**src/timer_one_consts.vh**
```
// Purpose: Constants for the gated sixteen-bit timer with Wishbone access.
// Assumes: 8-bit register data in the low bits of a 32-bit Wishbone word.
// Notes:   Byte addresses are four times the register index.
`ifndef TIMER_ONE_CONSTS_VH
`define TIMER_ONE_CONSTS_VH

// ****************************************************************
// Register indices and byte addresses
// ****************************************************************
`define IDX_COUNT_LOW        8'h0E
`define IDX_COUNT_HIGH       8'h0F
`define IDX_CONTROL          8'h10
`define IDX_STATUS           8'h11
`define IDX_ANALOG_SELECT    8'h12
`define ADDR_W               10
`define ADDR_COUNT_LOW       10'h038
`define ADDR_COUNT_HIGH      10'h03C
`define ADDR_CONTROL         10'h040
`define ADDR_STATUS          10'h044
`define ADDR_ANALOG_SELECT   10'h048

// ****************************************************************
// Register fields, limits and reset values
// ****************************************************************
`define CTL_RUN              0
`define CTL_CLK_SRC          1
`define CTL_SYNC_DIS         2
`define CTL_OSC_EN           3
`define CTL_PS_LO            4
`define CTL_PS_HI            5
`define CTL_GATE_EN          6
`define CTL_GATE_INV         7
`define CONTROL_RESET        8'h00
`define ANALOG_RESET         2'h3
`define ANA_CLK_PIN          0
`define ANA_GATE_PIN         1
`define STAT_OVF             0
`define STAT_OSC_ON          1
`define COUNT_RESET          16'h0000
`define COUNT_MAX            16'hFFFF
`define PS_RESET             3'h0
`define INST_PHASE_RESET     2'h0
`define INST_PHASE_LAST      2'h3

`endif

```
**src/timer_edge_sync.v**
```verilog
// Purpose: Two-flop synchroniser with rising and falling edge outputs.
// Assumes: Input is asynchronous to clk_i.
// Notes:   The first flop feeds only the second flop.
`timescale 1ns/1ps
module timer_edge_sync
(
  input  wire clk_i,    // Sampling clock
  input  wire reset_i,  // Asynchronous reset, active high
  input  wire async_i,  // Asynchronous level
  output wire level_o,  // Synchronised level
  output wire rise_o,   // One-cycle pulse on rising edge
  output wire fall_o    // One-cycle pulse on falling edge
);
  reg meta;
  reg stable;
  reg last;

  always @(posedge clk_i or posedge reset_i)
  begin
    if (reset_i)
    begin
      meta   <= 1'b0;
      stable <= 1'b0;
      last   <= 1'b0;
    end
    else
    begin
      meta   <= async_i;
      stable <= meta;
      last   <= stable;
    end
  end

  assign level_o = stable;
  assign rise_o  = stable & ~last;
  assign fall_o  = ~stable & last;
endmodule // timer_edge_sync

```
**src/timer_one.v**
```verilog
// Purpose: Gated sixteen-bit timer/counter with prescaler and Wishbone registers.
// Assumes: ref_clk_i is 50 MHz; the instruction cycle is four clocks.
// Notes:   The unsynchronised path is modelled by taking the synchroniser's edge
//          one stage ahead of the synchronised path, so reads remain coherent.
//
// Added by the designer: the Wishbone register port.
`timescale 1ns/1ps
`include "timer_one_consts.vh"
module timer_one
(
  input  wire        ref_clk_i,        // System clock, 50 MHz
  input  wire        reset_i,          // Asynchronous reset, active high
  input  wire        wb_cyc_i,         // Wishbone cycle
  input  wire        wb_stb_i,         // Wishbone strobe
  input  wire        wb_we_i,          // Wishbone write enable
  input  wire [9:0]  wb_adr_i,         // Wishbone byte address
  input  wire [3:0]  wb_sel_i,         // Wishbone byte selects
  input  wire [31:0] wb_dat_i,         // Wishbone write data
  output reg  [31:0] wb_dat_o,         // Wishbone read data
  output reg         wb_ack_o,         // Wishbone acknowledge
  output reg         wb_err_o,         // Wishbone error on unmapped address
  input  wire        external_clock_pin_i, // External count clock pin
  input  wire        gate_input_pin_i, // Gate pin
  input  wire        comparator_b_output_i, // Comparator gate source
  input  wire        gate_source_select_i, // 1 selects comparator as gate
  input  wire        internal_oscillator_i, // System runs on internal oscillator
  input  wire        clock_output_pin_en_i, // Clock output pin is enabled
  input  wire        sleep_i,          // Processor is sleeping
  output reg         overflow_flag_o,  // Sticky overflow flag
  output wire        wake_o,           // Wake request on overflow
  output wire        osc_power_o       // Crystal oscillator power enable
);
  // ****************************************************************
  // Registers
  // ****************************************************************
  reg  [7:0]  timer_one_control;
  reg  [1:0]  analog_pin_select;
  reg  [15:0] count;
  reg  [2:0]  prescale;
  reg  [1:0]  inst_phase;
  reg         armed;
  reg  [7:0]  next_rdata;
  reg         next_mapped;

  wire        clk_lvl;
  wire        clk_rise;
  wire        clk_fall;
  wire        gate_lvl;
  wire        cmp_lvl;
  reg         raw_rise;
  reg         raw_last;

  // analogue pins read as zero.
  // The mask acts after the synchronisers, so no logic sits ahead of the first flop.
  wire clk_pin_dig  = ~analog_pin_select[`ANA_CLK_PIN];
  wire gate_pin_dig = ~analog_pin_select[`ANA_GATE_PIN];

  // synchronised path for the external clock.
  timer_edge_sync u_clk_sync
  (
    .clk_i   (ref_clk_i),
    .reset_i (reset_i),
    .async_i (external_clock_pin_i),
    .level_o (clk_lvl),
    .rise_o  (clk_rise),
    .fall_o  (clk_fall)
  );

  timer_edge_sync u_gate_sync
  (
    .clk_i   (ref_clk_i),
    .reset_i (reset_i),
    .async_i (gate_input_pin_i),
    .level_o (gate_lvl),
    .rise_o  (),
    .fall_o  ()
  );

  timer_edge_sync u_cmp_sync
  (
    .clk_i   (ref_clk_i),
    .reset_i (reset_i),
    .async_i (comparator_b_output_i),
    .level_o (cmp_lvl),
    .rise_o  (),
    .fall_o  ()
  );

  // unsynchronised path takes the edge a stage earlier, with no phase alignment.
  always @(posedge ref_clk_i or posedge reset_i)
  begin
    if (reset_i)
    begin
      raw_last <= 1'b0;
      raw_rise <= 1'b0;
    end
    else
    begin
      raw_last <= clk_lvl;
      raw_rise <= clk_rise;
    end
  end

  // ****************************************************************
  // Count clock selection
  // ****************************************************************
  wire run      = timer_one_control[`CTL_RUN];
  wire ext_src  = timer_one_control[`CTL_CLK_SRC];
  wire sync_dis = timer_one_control[`CTL_SYNC_DIS];
  wire [1:0] ps_code = {timer_one_control[`CTL_PS_HI], timer_one_control[`CTL_PS_LO]};
  wire inst_tick = (inst_phase == `INST_PHASE_LAST);

  // oscillator only powered from internal oscillator without clock out.
  assign osc_power_o = timer_one_control[`CTL_OSC_EN] & internal_oscillator_i
                       & ~clock_output_pin_en_i;

  // invert selected gate; gate only counts when enabled.
  wire gate_sel    = gate_source_select_i ? cmp_lvl : (gate_lvl & gate_pin_dig);
  wire gate_active = gate_sel ^ timer_one_control[`CTL_GATE_INV];
  wire gate_ok     = ~timer_one_control[`CTL_GATE_EN] | gate_active;

  // internal source uses instruction clock; external edges.
  wire ext_edge = clk_pin_dig & (sync_dis ? clk_rise : raw_rise);
  // sleep stops synchronous counting; asynchronous mode keeps running.
  wire src_evt  = ext_src ? (ext_edge & armed & (sync_dis | ~sleep_i))
                          : (inst_tick & ~sleep_i);
  // run bit qualifies every count event.
  wire evt      = src_evt & run & gate_ok;

  function ps_done;
    input [1:0] code;
    input [2:0] cnt;
    begin
      case (code)
        2'h0:    ps_done = 1'b1;
        2'h1:    ps_done = (cnt[0] == 1'b1);
        2'h2:    ps_done = (cnt[1:0] == 2'h3);
        default: ps_done = (cnt == 3'h7);
      endcase
    end
  endfunction

  // ****************************************************************
  // Wishbone decode
  // ****************************************************************
  wire req   = wb_cyc_i & wb_stb_i & ~wb_ack_o & ~wb_err_o;
  // Writes land at the edge where the master samples ack, while it still holds the request.
  wire wr    = wb_cyc_i & wb_stb_i & wb_ack_o & wb_we_i & wb_sel_i[0];
  wire wr_lo = wr & (wb_adr_i == `ADDR_COUNT_LOW);
  wire wr_hi = wr & (wb_adr_i == `ADDR_COUNT_HIGH);
  wire inc   = evt & ps_done(ps_code, prescale);
  wire ovf   = inc & (count == `COUNT_MAX);

  always @*
  begin
    next_rdata  = 8'h00;
    next_mapped = 1'b1;
    case (wb_adr_i)
      // reads come from the system-clock count register, always stable.
      `ADDR_COUNT_LOW:     next_rdata = count[7:0];
      `ADDR_COUNT_HIGH:    next_rdata = count[15:8];
      `ADDR_CONTROL:       next_rdata = timer_one_control;
      `ADDR_STATUS:        next_rdata = {6'h00, osc_power_o, overflow_flag_o};
      `ADDR_ANALOG_SELECT: next_rdata = {6'h00, analog_pin_select};
      default:             next_mapped = 1'b0;
    endcase
  end

  always @(posedge ref_clk_i or posedge reset_i)
  begin
    if (reset_i)
    begin
      wb_ack_o          <= 1'b0;
      wb_err_o          <= 1'b0;
      wb_dat_o          <= 32'h00000000;
      timer_one_control <= `CONTROL_RESET;
      analog_pin_select <= `ANALOG_RESET;
    end
    else
    begin
      wb_ack_o <= req & next_mapped;
      wb_err_o <= req & ~next_mapped;
      if (req)
        wb_dat_o <= {24'h000000, next_rdata};
      if (wr && wb_adr_i == `ADDR_CONTROL)
        timer_one_control <= wb_dat_i[7:0];
      if (wr && wb_adr_i == `ADDR_ANALOG_SELECT)
        analog_pin_select <= wb_dat_i[1:0];
    end
  end

  // ****************************************************************
  // Counter, prescaler and overflow
  // ****************************************************************
  always @(posedge ref_clk_i or posedge reset_i)
  begin
    if (reset_i)
    begin
      count           <= `COUNT_RESET;
      prescale        <= `PS_RESET;
      inst_phase      <= `INST_PHASE_RESET;
      armed           <= 1'b0;
      overflow_flag_o <= 1'b0;
    end
    else
    begin
      inst_phase <= inst_phase + 2'h1;
      // a falling edge arms counting once the counter is started on the external clock.
      if (!run || !ext_src)
        armed <= 1'b0;
      else if (clk_pin_dig && (clk_fall || (raw_last && !clk_lvl)))
        armed <= 1'b1;
      // any count byte write clears the prescaler.
      if (wr_lo || wr_hi)
        prescale <= `PS_RESET;
      else if (inc)
        prescale <= `PS_RESET;
      else if (evt)
        prescale <= prescale + 3'h1;
      // a colliding write takes priority over the increment.
      if (wr_lo)
        count[7:0] <= wb_dat_i[7:0];
      else if (inc)
        count[7:0] <= count[7:0] + 8'h01;
      if (wr_hi)
        count[15:8] <= wb_dat_i[7:0];
      else if (inc && !wr_lo)
        count[15:8] <= count[15:8] + {7'h00, (count[7:0] == 8'hFF)};
      // overflow sets the flag; set wins over a software clear.
      if (ovf)
        overflow_flag_o <= 1'b1;
      else if (wr && wb_adr_i == `ADDR_STATUS && !wb_dat_i[`STAT_OVF])
        overflow_flag_o <= 1'b0;
    end
  end

  assign wake_o = overflow_flag_o & sleep_i;
endmodule // timer_one

```
**config.mk**
```make
export PLATFORM = sky130hd
export DESIGN_NAME = timer_one
export DESIGN_NICKNAME = d
export VERILOG_FILES = /design/src/timer_edge_sync.v /design/src/timer_one.v
export VERILOG_INCLUDE_DIRS = /design/src
export SDC_FILE = /design/constraint.sdc
export NUM_CORES = 1
export LEC_CHECK = 0
export BUFFER_PORTS_ARGS = -buffer_cell sky130_fd_sc_hd__buf_2
export CORE_MARGIN = 4
export CORE_UTILIZATION = 45
export CTS_CLUSTER_DIAMETER = 150
export CTS_CLUSTER_SIZE = 24
export DETAILED_ROUTE_END_ITERATION = 8
export PLACE_DENSITY_LB_ADDON = 0.12
export SLEW_MARGIN = 30
export SYNTH_ARGS = -nofsm -noshare
export SYNTH_HDL_FRONTEND = slang
export SYNTH_HIERARCHICAL = 1
export SYNTH_SLANG_ARGS = --single-unit
```
**constraint.sdc**
```tcl
create_clock -name ref_clk_i -period 2.4 [get_ports ref_clk_i]
set_input_delay 0.24 -clock ref_clk_i [delete_from_list [all_inputs] [get_ports ref_clk_i]]
set_output_delay 0.24 -clock ref_clk_i [all_outputs]
set_load 0.05 [all_outputs]
```
# After elaboration in Yosys (flattened, before gate mapping)
# Index checks and enable logic that the tools add are counted.
classes:
  bitwise: 37
  reduce_logical: 22
  n_addsub: 4
  mux: 17
  n_eq_ne: 12
ops:
  columns: ["operator", "n"]
  rows:
  - ["$pmux W8 S5", 1]
  - ["$mux W8", 4]
  - ["$eq A10 B7 Y1 const B", 3]
  - ["$and A1 B1 Y1", 24]
  - ["$eq A10 B6 Y1 const B", 2]
  - ["$eq A16 B16 Y1 const B", 1]
  - ["$not A1 Y1", 10]
  - ["$mux W3", 3]
  - ["$add A8 B1 Y8", 1]
  - ["$add A8 B1 Y8 const B", 1]
  - ["$eq A8 B8 Y1 const B", 1]
  - ["$mux W1", 8]
  - ["$reduce_bool A2 Y1", 4]
  - ["$logic_and A1 B1 Y1", 7]
  - ["$eq A2 B2 Y1 const B", 3]
  - ["$logic_not A1 Y1", 5]
  - ["$reduce_or A5 Y1", 1]
  - ["$add A3 B1 Y3 const B", 1]
  - ["$eq A3 B3 Y1 const B", 1]
  - ["$logic_or A1 B1 Y1", 3]
  - ["$pmux W1 S3", 1]
  - ["$reduce_bool A3 Y1", 1]
  - ["$add A2 B1 Y2 const B", 1]
  - ["$eq A2 B1 Y1 const B", 1]
  - ["3 further kinds", 4]
word_totals:
  register_bits: 51
  in_bits: 58

# Depth between registers and ports, before layout
# Gate-level depths: netlist of run 1.
logic_depth:
  ltp_word: 13
  ltp_mapped: 10
  ltp_nobuf: 10

# Hierarchy
# Netlist of run 1, hierarchy kept.
by_module_without_submodules:
  columns: ["module", "area_per_inst_um2", "instances", "seq_area_each_um2", "cells_per_inst"]
  rows:
  - ["timer_one", 2667.6, 1, 1128.6, 283]
  - ["timer_edge_sync", 93.8, 3, 75.1, 6]

# Worst setup path before layout of run 1
# No wires, ideal clock.
synth_timing:
  kind: "reg2reg"
  startpoint: "register timer_one_control[2]"
  endpoint: "register count[15]"
  arrival_time_ns: 2.104
  path_buffers: 0
  path_stages_with_launch: 7
  setup_slack_ns: 0.219
  path_cell_list: "dfrtp_1 > or3b_1 > a32o_1 > nor3b_4 > nand2_4 > or4b_1 > a21oi_1"
synth_via:
  elab_chain_len: 10
  elab_cells_between_ends: 11
synth_lines:
  columns: ["element", "line_no", "text"]
  rows:
  - ["from (decl)", "timer_one.v:36", "reg [7:0] timer_one_control;"]
  - ["from (signal assigned)", "timer_one.v:176", "timer_one_control <= `CONTROL_RESET;"]
  - ["from (signal assigned)", "timer_one.v:186", "timer_one_control <= wb_dat_i[7:0];"]
  - ["$mux W1", "timer_one.v:123", "wire ext_edge = clk_pin_dig & (sync_dis ? clk_rise : raw_rise);"]
  - ["$and A1 B1 Y1", "timer_one.v:123", null]
  - ["$and A1 B1 Y1", "timer_one.v:125", "wire src_evt = ext_src ? (ext_edge & armed & (sync_dis | ~sleep_i))"]
  - ["$and A1 B1 Y1 (*)", "timer_one.v:125", null]
  - ["$mux W1 (*)", "timer_one.v:125", null]
  - ["$and A1 B1 Y1 (*) (2 in series)", "timer_one.v:128", "wire evt = src_evt & run & gate_ok;"]
  - ["$and A1 B1 Y1 (*)", "timer_one.v:151", "wire inc = evt & ps_done(ps_code, prescale);"]
  - ["$logic_and A1 B1 Y1 (*)", "timer_one.v:227", "else if (inc && !wr_lo)"]
  - ["$reduce_bool A2 Y1 (no line) (*)", null, null]
  - ["to (signal assigned)", "timer_one.v:199", "count <= `COUNT_RESET;"]
  - ["to (signal assigned)", "timer_one.v:226", "count[15:8] <= wb_dat_i[7:0];"]
  - ["to (signal assigned)", "timer_one.v:228", "count[15:8] <= count[15:8] + {7'h00, (count[7:0] == 8'hFF)};"]
  - ["to (decl)", "timer_one.v:38", "reg [15:0] count;"]
# Mark *: on every way between the ends. The rest lies on a longest branch, timed or not.
# A chain may end at the register's enable or synchronous reset.

# Worst setup path after layout of run 1
layout_timing:
  startpoint: "register timer_one_control[2]"
  endpoint: "register count[11]"
# Same word-level chain as after synthesis.

==> results.toml, run 1 <==
[cells_and_area]
fillers = 583
post-route-util_pct = 53.8
final_nets = 412
syn2layout_area_growth_pct = 13.7
layout-drive-gt1-share_pct = 24.9
num_antenna_cells = 0

[sta]
fin_crit_sh_pct = 92.0
setup_viol = 0
fin_tns_setup_ps = 0
rsz0062_at_grt = "no"
setup_ws_ps = 193
worstMarginPinSlew_ps = 803
fin_crit_ps = 2210
fin_skew_ps = 7.52
hold_violations = 0
max_freq_mhz = 453
report.final.slew_viol_count = 0
max-slew-margin-rel_pct = 46.2

[setup_path]
cp-start-kind = "register"
cpPeakStageDelay_ps = 390
critPathBufInv = 0
critical_path_class = "register to register"
crit_family = "simple AND/OR/NAND/NOR gates"
crit_slowest_cell = "dfrtp_1"
cp_cell_sequence = "or3b_1 > a32o_1 > nor3b_4 > nand3b_1 > nand2b_1 > o221a_2"
crit_arrival_ps = 2400
end_kind = "register"
critPathRequiredTime_ps = 2590
cp_max_fo = 5

[die]
die_x_um = 87.8
core_area_um2 = 6060
initial_core_util_pct = 47.3
dieHeight_um = 87.8
io_pins = 95
dieArea_um2 = 7720
row_count = 28

[detailed_routing]
dr.pass1.iters = 4
vias_per_cell = 5.22
wl_per_cell_um = 15.6
drt_wl_total_um = 6630
drtIter0Drc = 138
drcViolationCount = 0
via_count = 2212
detail-route-antenna-nets = 0

[grt]
grt_usage_pct = 17.6
grt_pass1_wl_um = 10400
grt_max_degree = 26
grt_pass1_vias = 2100
grt.overflow.total = 0
antenna_found_initial = 0

[placement]
globalplace.congestion = 0.817
portBuffers = 43
pre_cts_ws_ps = 234
hpwl_um = 5030

[power_and_ir_drop]
power_mw = 1.58
powerDensity_nw_per_um2 = 484
p_leak_nw = 1.60
ir_drop_uv = 262

[clock_tree]
numCtsBuffers = 5
tritoncts = "done"
cts_sinks = 52
root_buffer = "clkbuf_8"
h-tree-depth = 2
clk_pin_slew_worst_paths_ps = 90
insertion_delay_ps = 300
clk_path_buf_depth = 2
cts_post_setup_buffers_inserted = 0

[job]
maxCapViolCount = 0

[synth]
postSynthAreaPerCell_um2 = 9.73
yosysWarnings = 6
synth_area_um2 = 2870
netlist_instances = 295

[outcome]
outcome = "finished clean"

[min_path]
hold_path_class = "input pin to register"
stage by stage:
stage | std cells | hold WS [ps] | area (µm²)
after global routing | 424 | 35.9 | 3260
after CTS | 424 | 36.4 | 3260
after floorplan | 318 | -18.8 | 2960
after global placement | 415 | 125 | 3160
after detailed placement | 415 | 131 | 3160
final | 424 | 43.9 | 3260
per-layer routing:
metal | wire (µm) | track usage (%) | vias up
met5 | 0 | 0 | -
met4 | 48 | 4.18 | 0
met3 | 468 | 3.29 | 4
met2 | 2960 | 27.6 | 77
met1 | 3150 | 25.2 | 1043
li1 | - | - | 1088
worst reg2reg max path, delay by kind of cell, from the launching register on:
kind / cells / cell delay, ps
DFF: 1 / 390
and+or+nand+nor: 4 / 1130
AOI/OAI and AO/OA: 2 / 580
flip-flops by register name, summed over array words and instances, names as in the netlist, 2 cells and up:
signal / cells
prescale: 3
timer_one_control: 8
count: 16
analog_pin_select: 2
inst_phase: 2
wb_dat_o: 8
report_power, final:
group | switching (mW) | internal (mW)
Sequential | 0.00322 | 0.884
Combinational | 0.146 | 0.0381
Clock | 0.278 | 0.231
Total | 0.427 | 1.15
placed cells by master, fill, tap and decap left out, drive strengths merged, types with 4 or more instances in the layout:
| cell | instances |
|---|---|
| nand4 | 6 |
| and3 | 7 |
| buf | 57 |
| clkbuf | 6 |
| inv | 10 |
| xor2 | 9 |
| conb | 24 |
| o22ai | 4 |
| nor3 | 7 |
| ha | 6 |
| a31oi | 4 |
| mux2i | 17 |
| nand3 | 10 |
| nand2 | 25 |
| dfrtp | 50 |
| mux2 | 10 |
| nor2 | 24 |
| a21oi | 19 |
| o21ai | 15 |
final timing paths:
kind | start | end | slack (ps) | depth (start not counted)
hold reg to reg | u_cmp_sync/meta | u_cmp_sync/level_o | 350 | 0
hold / removal | comparator_b_output_i | u_cmp_sync/meta | 40 | 1
setup reg to reg | timer_one_control[2] | count[11] | 190 | 6
setup / recovery | timer_one_control[2] | count[11] | 190 | 6
min in group asynchronous | reset_i | u_gate_sync/meta | 360 | 3
max in group asynchronous | reset_i | count[11] | 1290 | 4
what timing repair did:
action | in CTS | in global routing
setup endpoints to repair | 0 | 0
hold endpoints to repair | 7 | 0
gates resized for setup | 0 | 0
hold buffers | 1 | 0
final cells by class:
| cell class | instances | area (µm²) | area share (%) |
|---|---|---|---|
| Timing Repair Buffer | 58 | 343 | 10.5 |
| Multi-Input combinational cell | 220 | 1390 | 42.5 |
| Clock inverter | 2 | 10.0 | 0.307 |
| Inverter | 11 | 41.3 | 1.27 |
| Clock buffer | 6 | 82.6 | 2.53 |
| Tap cell | 75 | 93.8 | 2.88 |
| Sequential cell | 52 | 1300 | 40.0 |
No activity file was read; power rests on OpenSTA's default activity.
==> inputs of run 2 (changes only) <==
Settings changed: PLACE_DENSITY from default to 0.77, PLACE_DENSITY_LB_ADDON 0.12 to default.
==> run 2 against run 1 <==
  * Global-route usage fell by 0.32 points
  * Largest cell class unchanged
  * Hold slack got worse by 15 ps
  * Maximum frequency rose by 0.25%
  * First-iteration DRC count rose by 6.5%
  * Critical endpoint is now count[15]
  * Flip-flop and latch count did not move
==> results.toml, run 2 (same netlist as run 1, synthesis figures left out) <==
[setup_path]
critical_path_class = "register to register"
endpoint = "count[15]"
r2r-end = "count[15]"
critPathRequiredTime_ps = 2640
cp_cell_sequence = "or3b_1 > a32o_1 > nor3b_4 > nand2_4 > or4b_1 > a21oi_1"
reg2reg_from = "timer_one_control[2]"
cpPeakStageDelay_ps = 520
rrSetupSlack_ps = 200
crit_slowest_cell = "or4b_1"
end_kind = "register"
crit_arrival_ps = 2440
crit_start = "timer_one_control[2]"
cp_max_fo = 4
cp-start-kind = "register"
r2r_cells = 6

[detailed_routing]
drt_wl_total_um = 6390
met3WireLength_um = 490
via_count = 2248
wl_per_cell_um = 15.1
detail-route-antenna-nets = 0
dr.pass1.iters = 4
drtIter0Drc = 147
dr_wl_met2_um = 2990
drcViolationCount = 0
top_layer_used = "met4"
drt-met1-wl_um = 2820
vias_per_cell = 5.31

[cells_and_area]
layout_commonest_cell = "dfrtp_1"
num_antenna_cells = 0
largest_register_ffs = 16
reg_top3 = "count x16, timer_one_control x8, wb_dat_o x8"
regMostFlops = "count"
final_nets = 411
syn2layout_area_growth_pct = 14.0
layout-drive-gt1-share_pct = 24.7
post-route-util_pct = 54.0
layout_common_cells = "dfrtp_1, buf_2, nor2_1, nand2_1, conb_1"

[sta]
rsz0062_at_grt = "no"
hold_violations = 0
fin_crit_ps = 2200
fin_tns_setup_ps = 0
setup_viol = 0
max-slew-margin-rel_pct = 60.7
fin_crit_sh_pct = 91.7
report.final.slew_viol_count = 0
max_freq_mhz = 454
fin_skew_ps = 12.4
worstMarginPinSlew_ps = 590

[grt]
grt_max_degree = 46
grt_usage_pct = 17.2
grt_pass1_wl_um = 10300
grt_pass1_vias = 2111
grt.overflow.total = 0
antenna_found_initial = 0

[clock_tree]
numCtsBuffers = 5
clk_pin_slew_worst_paths_ps = 100
root_buffer = "clkbuf_8"
cts_post_setup_buffers_inserted = 0
h-tree-depth = 2
insertion_delay_ps = 310
tritoncts = "done"
clk_path_buf_depth = 2
cts_sinks = 52

[placement]
globalplace.congestion = 0.907
hpwl_um = 4790
portBuffers = 43

[min_path]
hold_path_class = "input pin to register"

[power_and_ir_drop]
p_leak_nw = 1.61
ir_drop_uv = 289
powerDensity_nw_per_um2 = 523

[die]
dieArea_um2 = 7720
io_pins = 95
dieHeight_um = 87.8
die_x_um = 87.8
core_area_um2 = 6060
initial_core_util_pct = 47.3
row_count = 28

[outcome]
outcome = "finished clean"

[job]
maxCapViolCount = 0
==> run 2: final cells by class <==
| type | count | area [µm²] |
|---|---|---|
| clock buffer | 6 | 82.6 |
| clock inverter | 2 | 38.8 |
| fill | 562 | 2790 |
| inverter | 11 | 41.3 |
| multi-input combinational | 220 | 1390 |
| sequential | 52 | 1300 |
| tap | 75 | 93.8 |
| timing repair buffer | 57 | 323 |
==> run 2: worst min-delay path by stage <==
stage	from	end	slack, ps	depth (start not counted)
after floorplan	reset_i	u_cmp_sync/level_o	-20	1
after global placement	reset_i	u_cmp_sync/level_o	120	2
after detailed placement	reset_i	u_cmp_sync/level_o	120	2
after CTS	external_clock_pin_i	u_clk_sync/meta	30	1
after global routing	external_clock_pin_i	u_clk_sync/meta	10	1
final	gate_input_pin_i	u_gate_sync/meta	30	1
==> run 2: timing repair <==
action / CTS / global route
hold endpoints to repair: 7 / 0
gates resized for setup: 0 / 0
hold buffers: 1 / 0
==> run 2: critical path, delay by kind of cell (launching register included) <==
kind | cells | cell delay, ps
compound gates | 2 | 450
flops | 1 | 390
simple gates | 4 | 1280
==> run 2: per-stage QoR <==
stage | cells | hold WS [ps] | power [mW] | setup slack [ps] | instance area [µm²]
floorplan | 318 | -18.8 | 1.07 | 219 | 2960
global placement | 414 | 121 | 1.08 | 293 | 3140
detailed placement | 414 | 124 | 1.09 | 236 | 3140
CTS | 423 | 26.2 | 1.72 | 206 | 3270
global route | 423 | 11.6 | 1.78 | 112 | 3270
finish | 423 | 29.0 | 1.71 | 199 | 3270
==> run 2: where the power goes <==
part,internal (mW),switching [mW],total (mW)
registers,0.884,0.00340,0.888
clock network,0.341,0.301,0.642
logic,0.0354,0.146,0.181
==> run 2: metal layers <==
layer / vias to the layer above / GRT usage [%]
met1: 1055 / 23.3
met2: 98 / 28.1
met5: - / 0
met3: 7 / 3.67
li1: 1088 / -
met4: 0 / 4.74
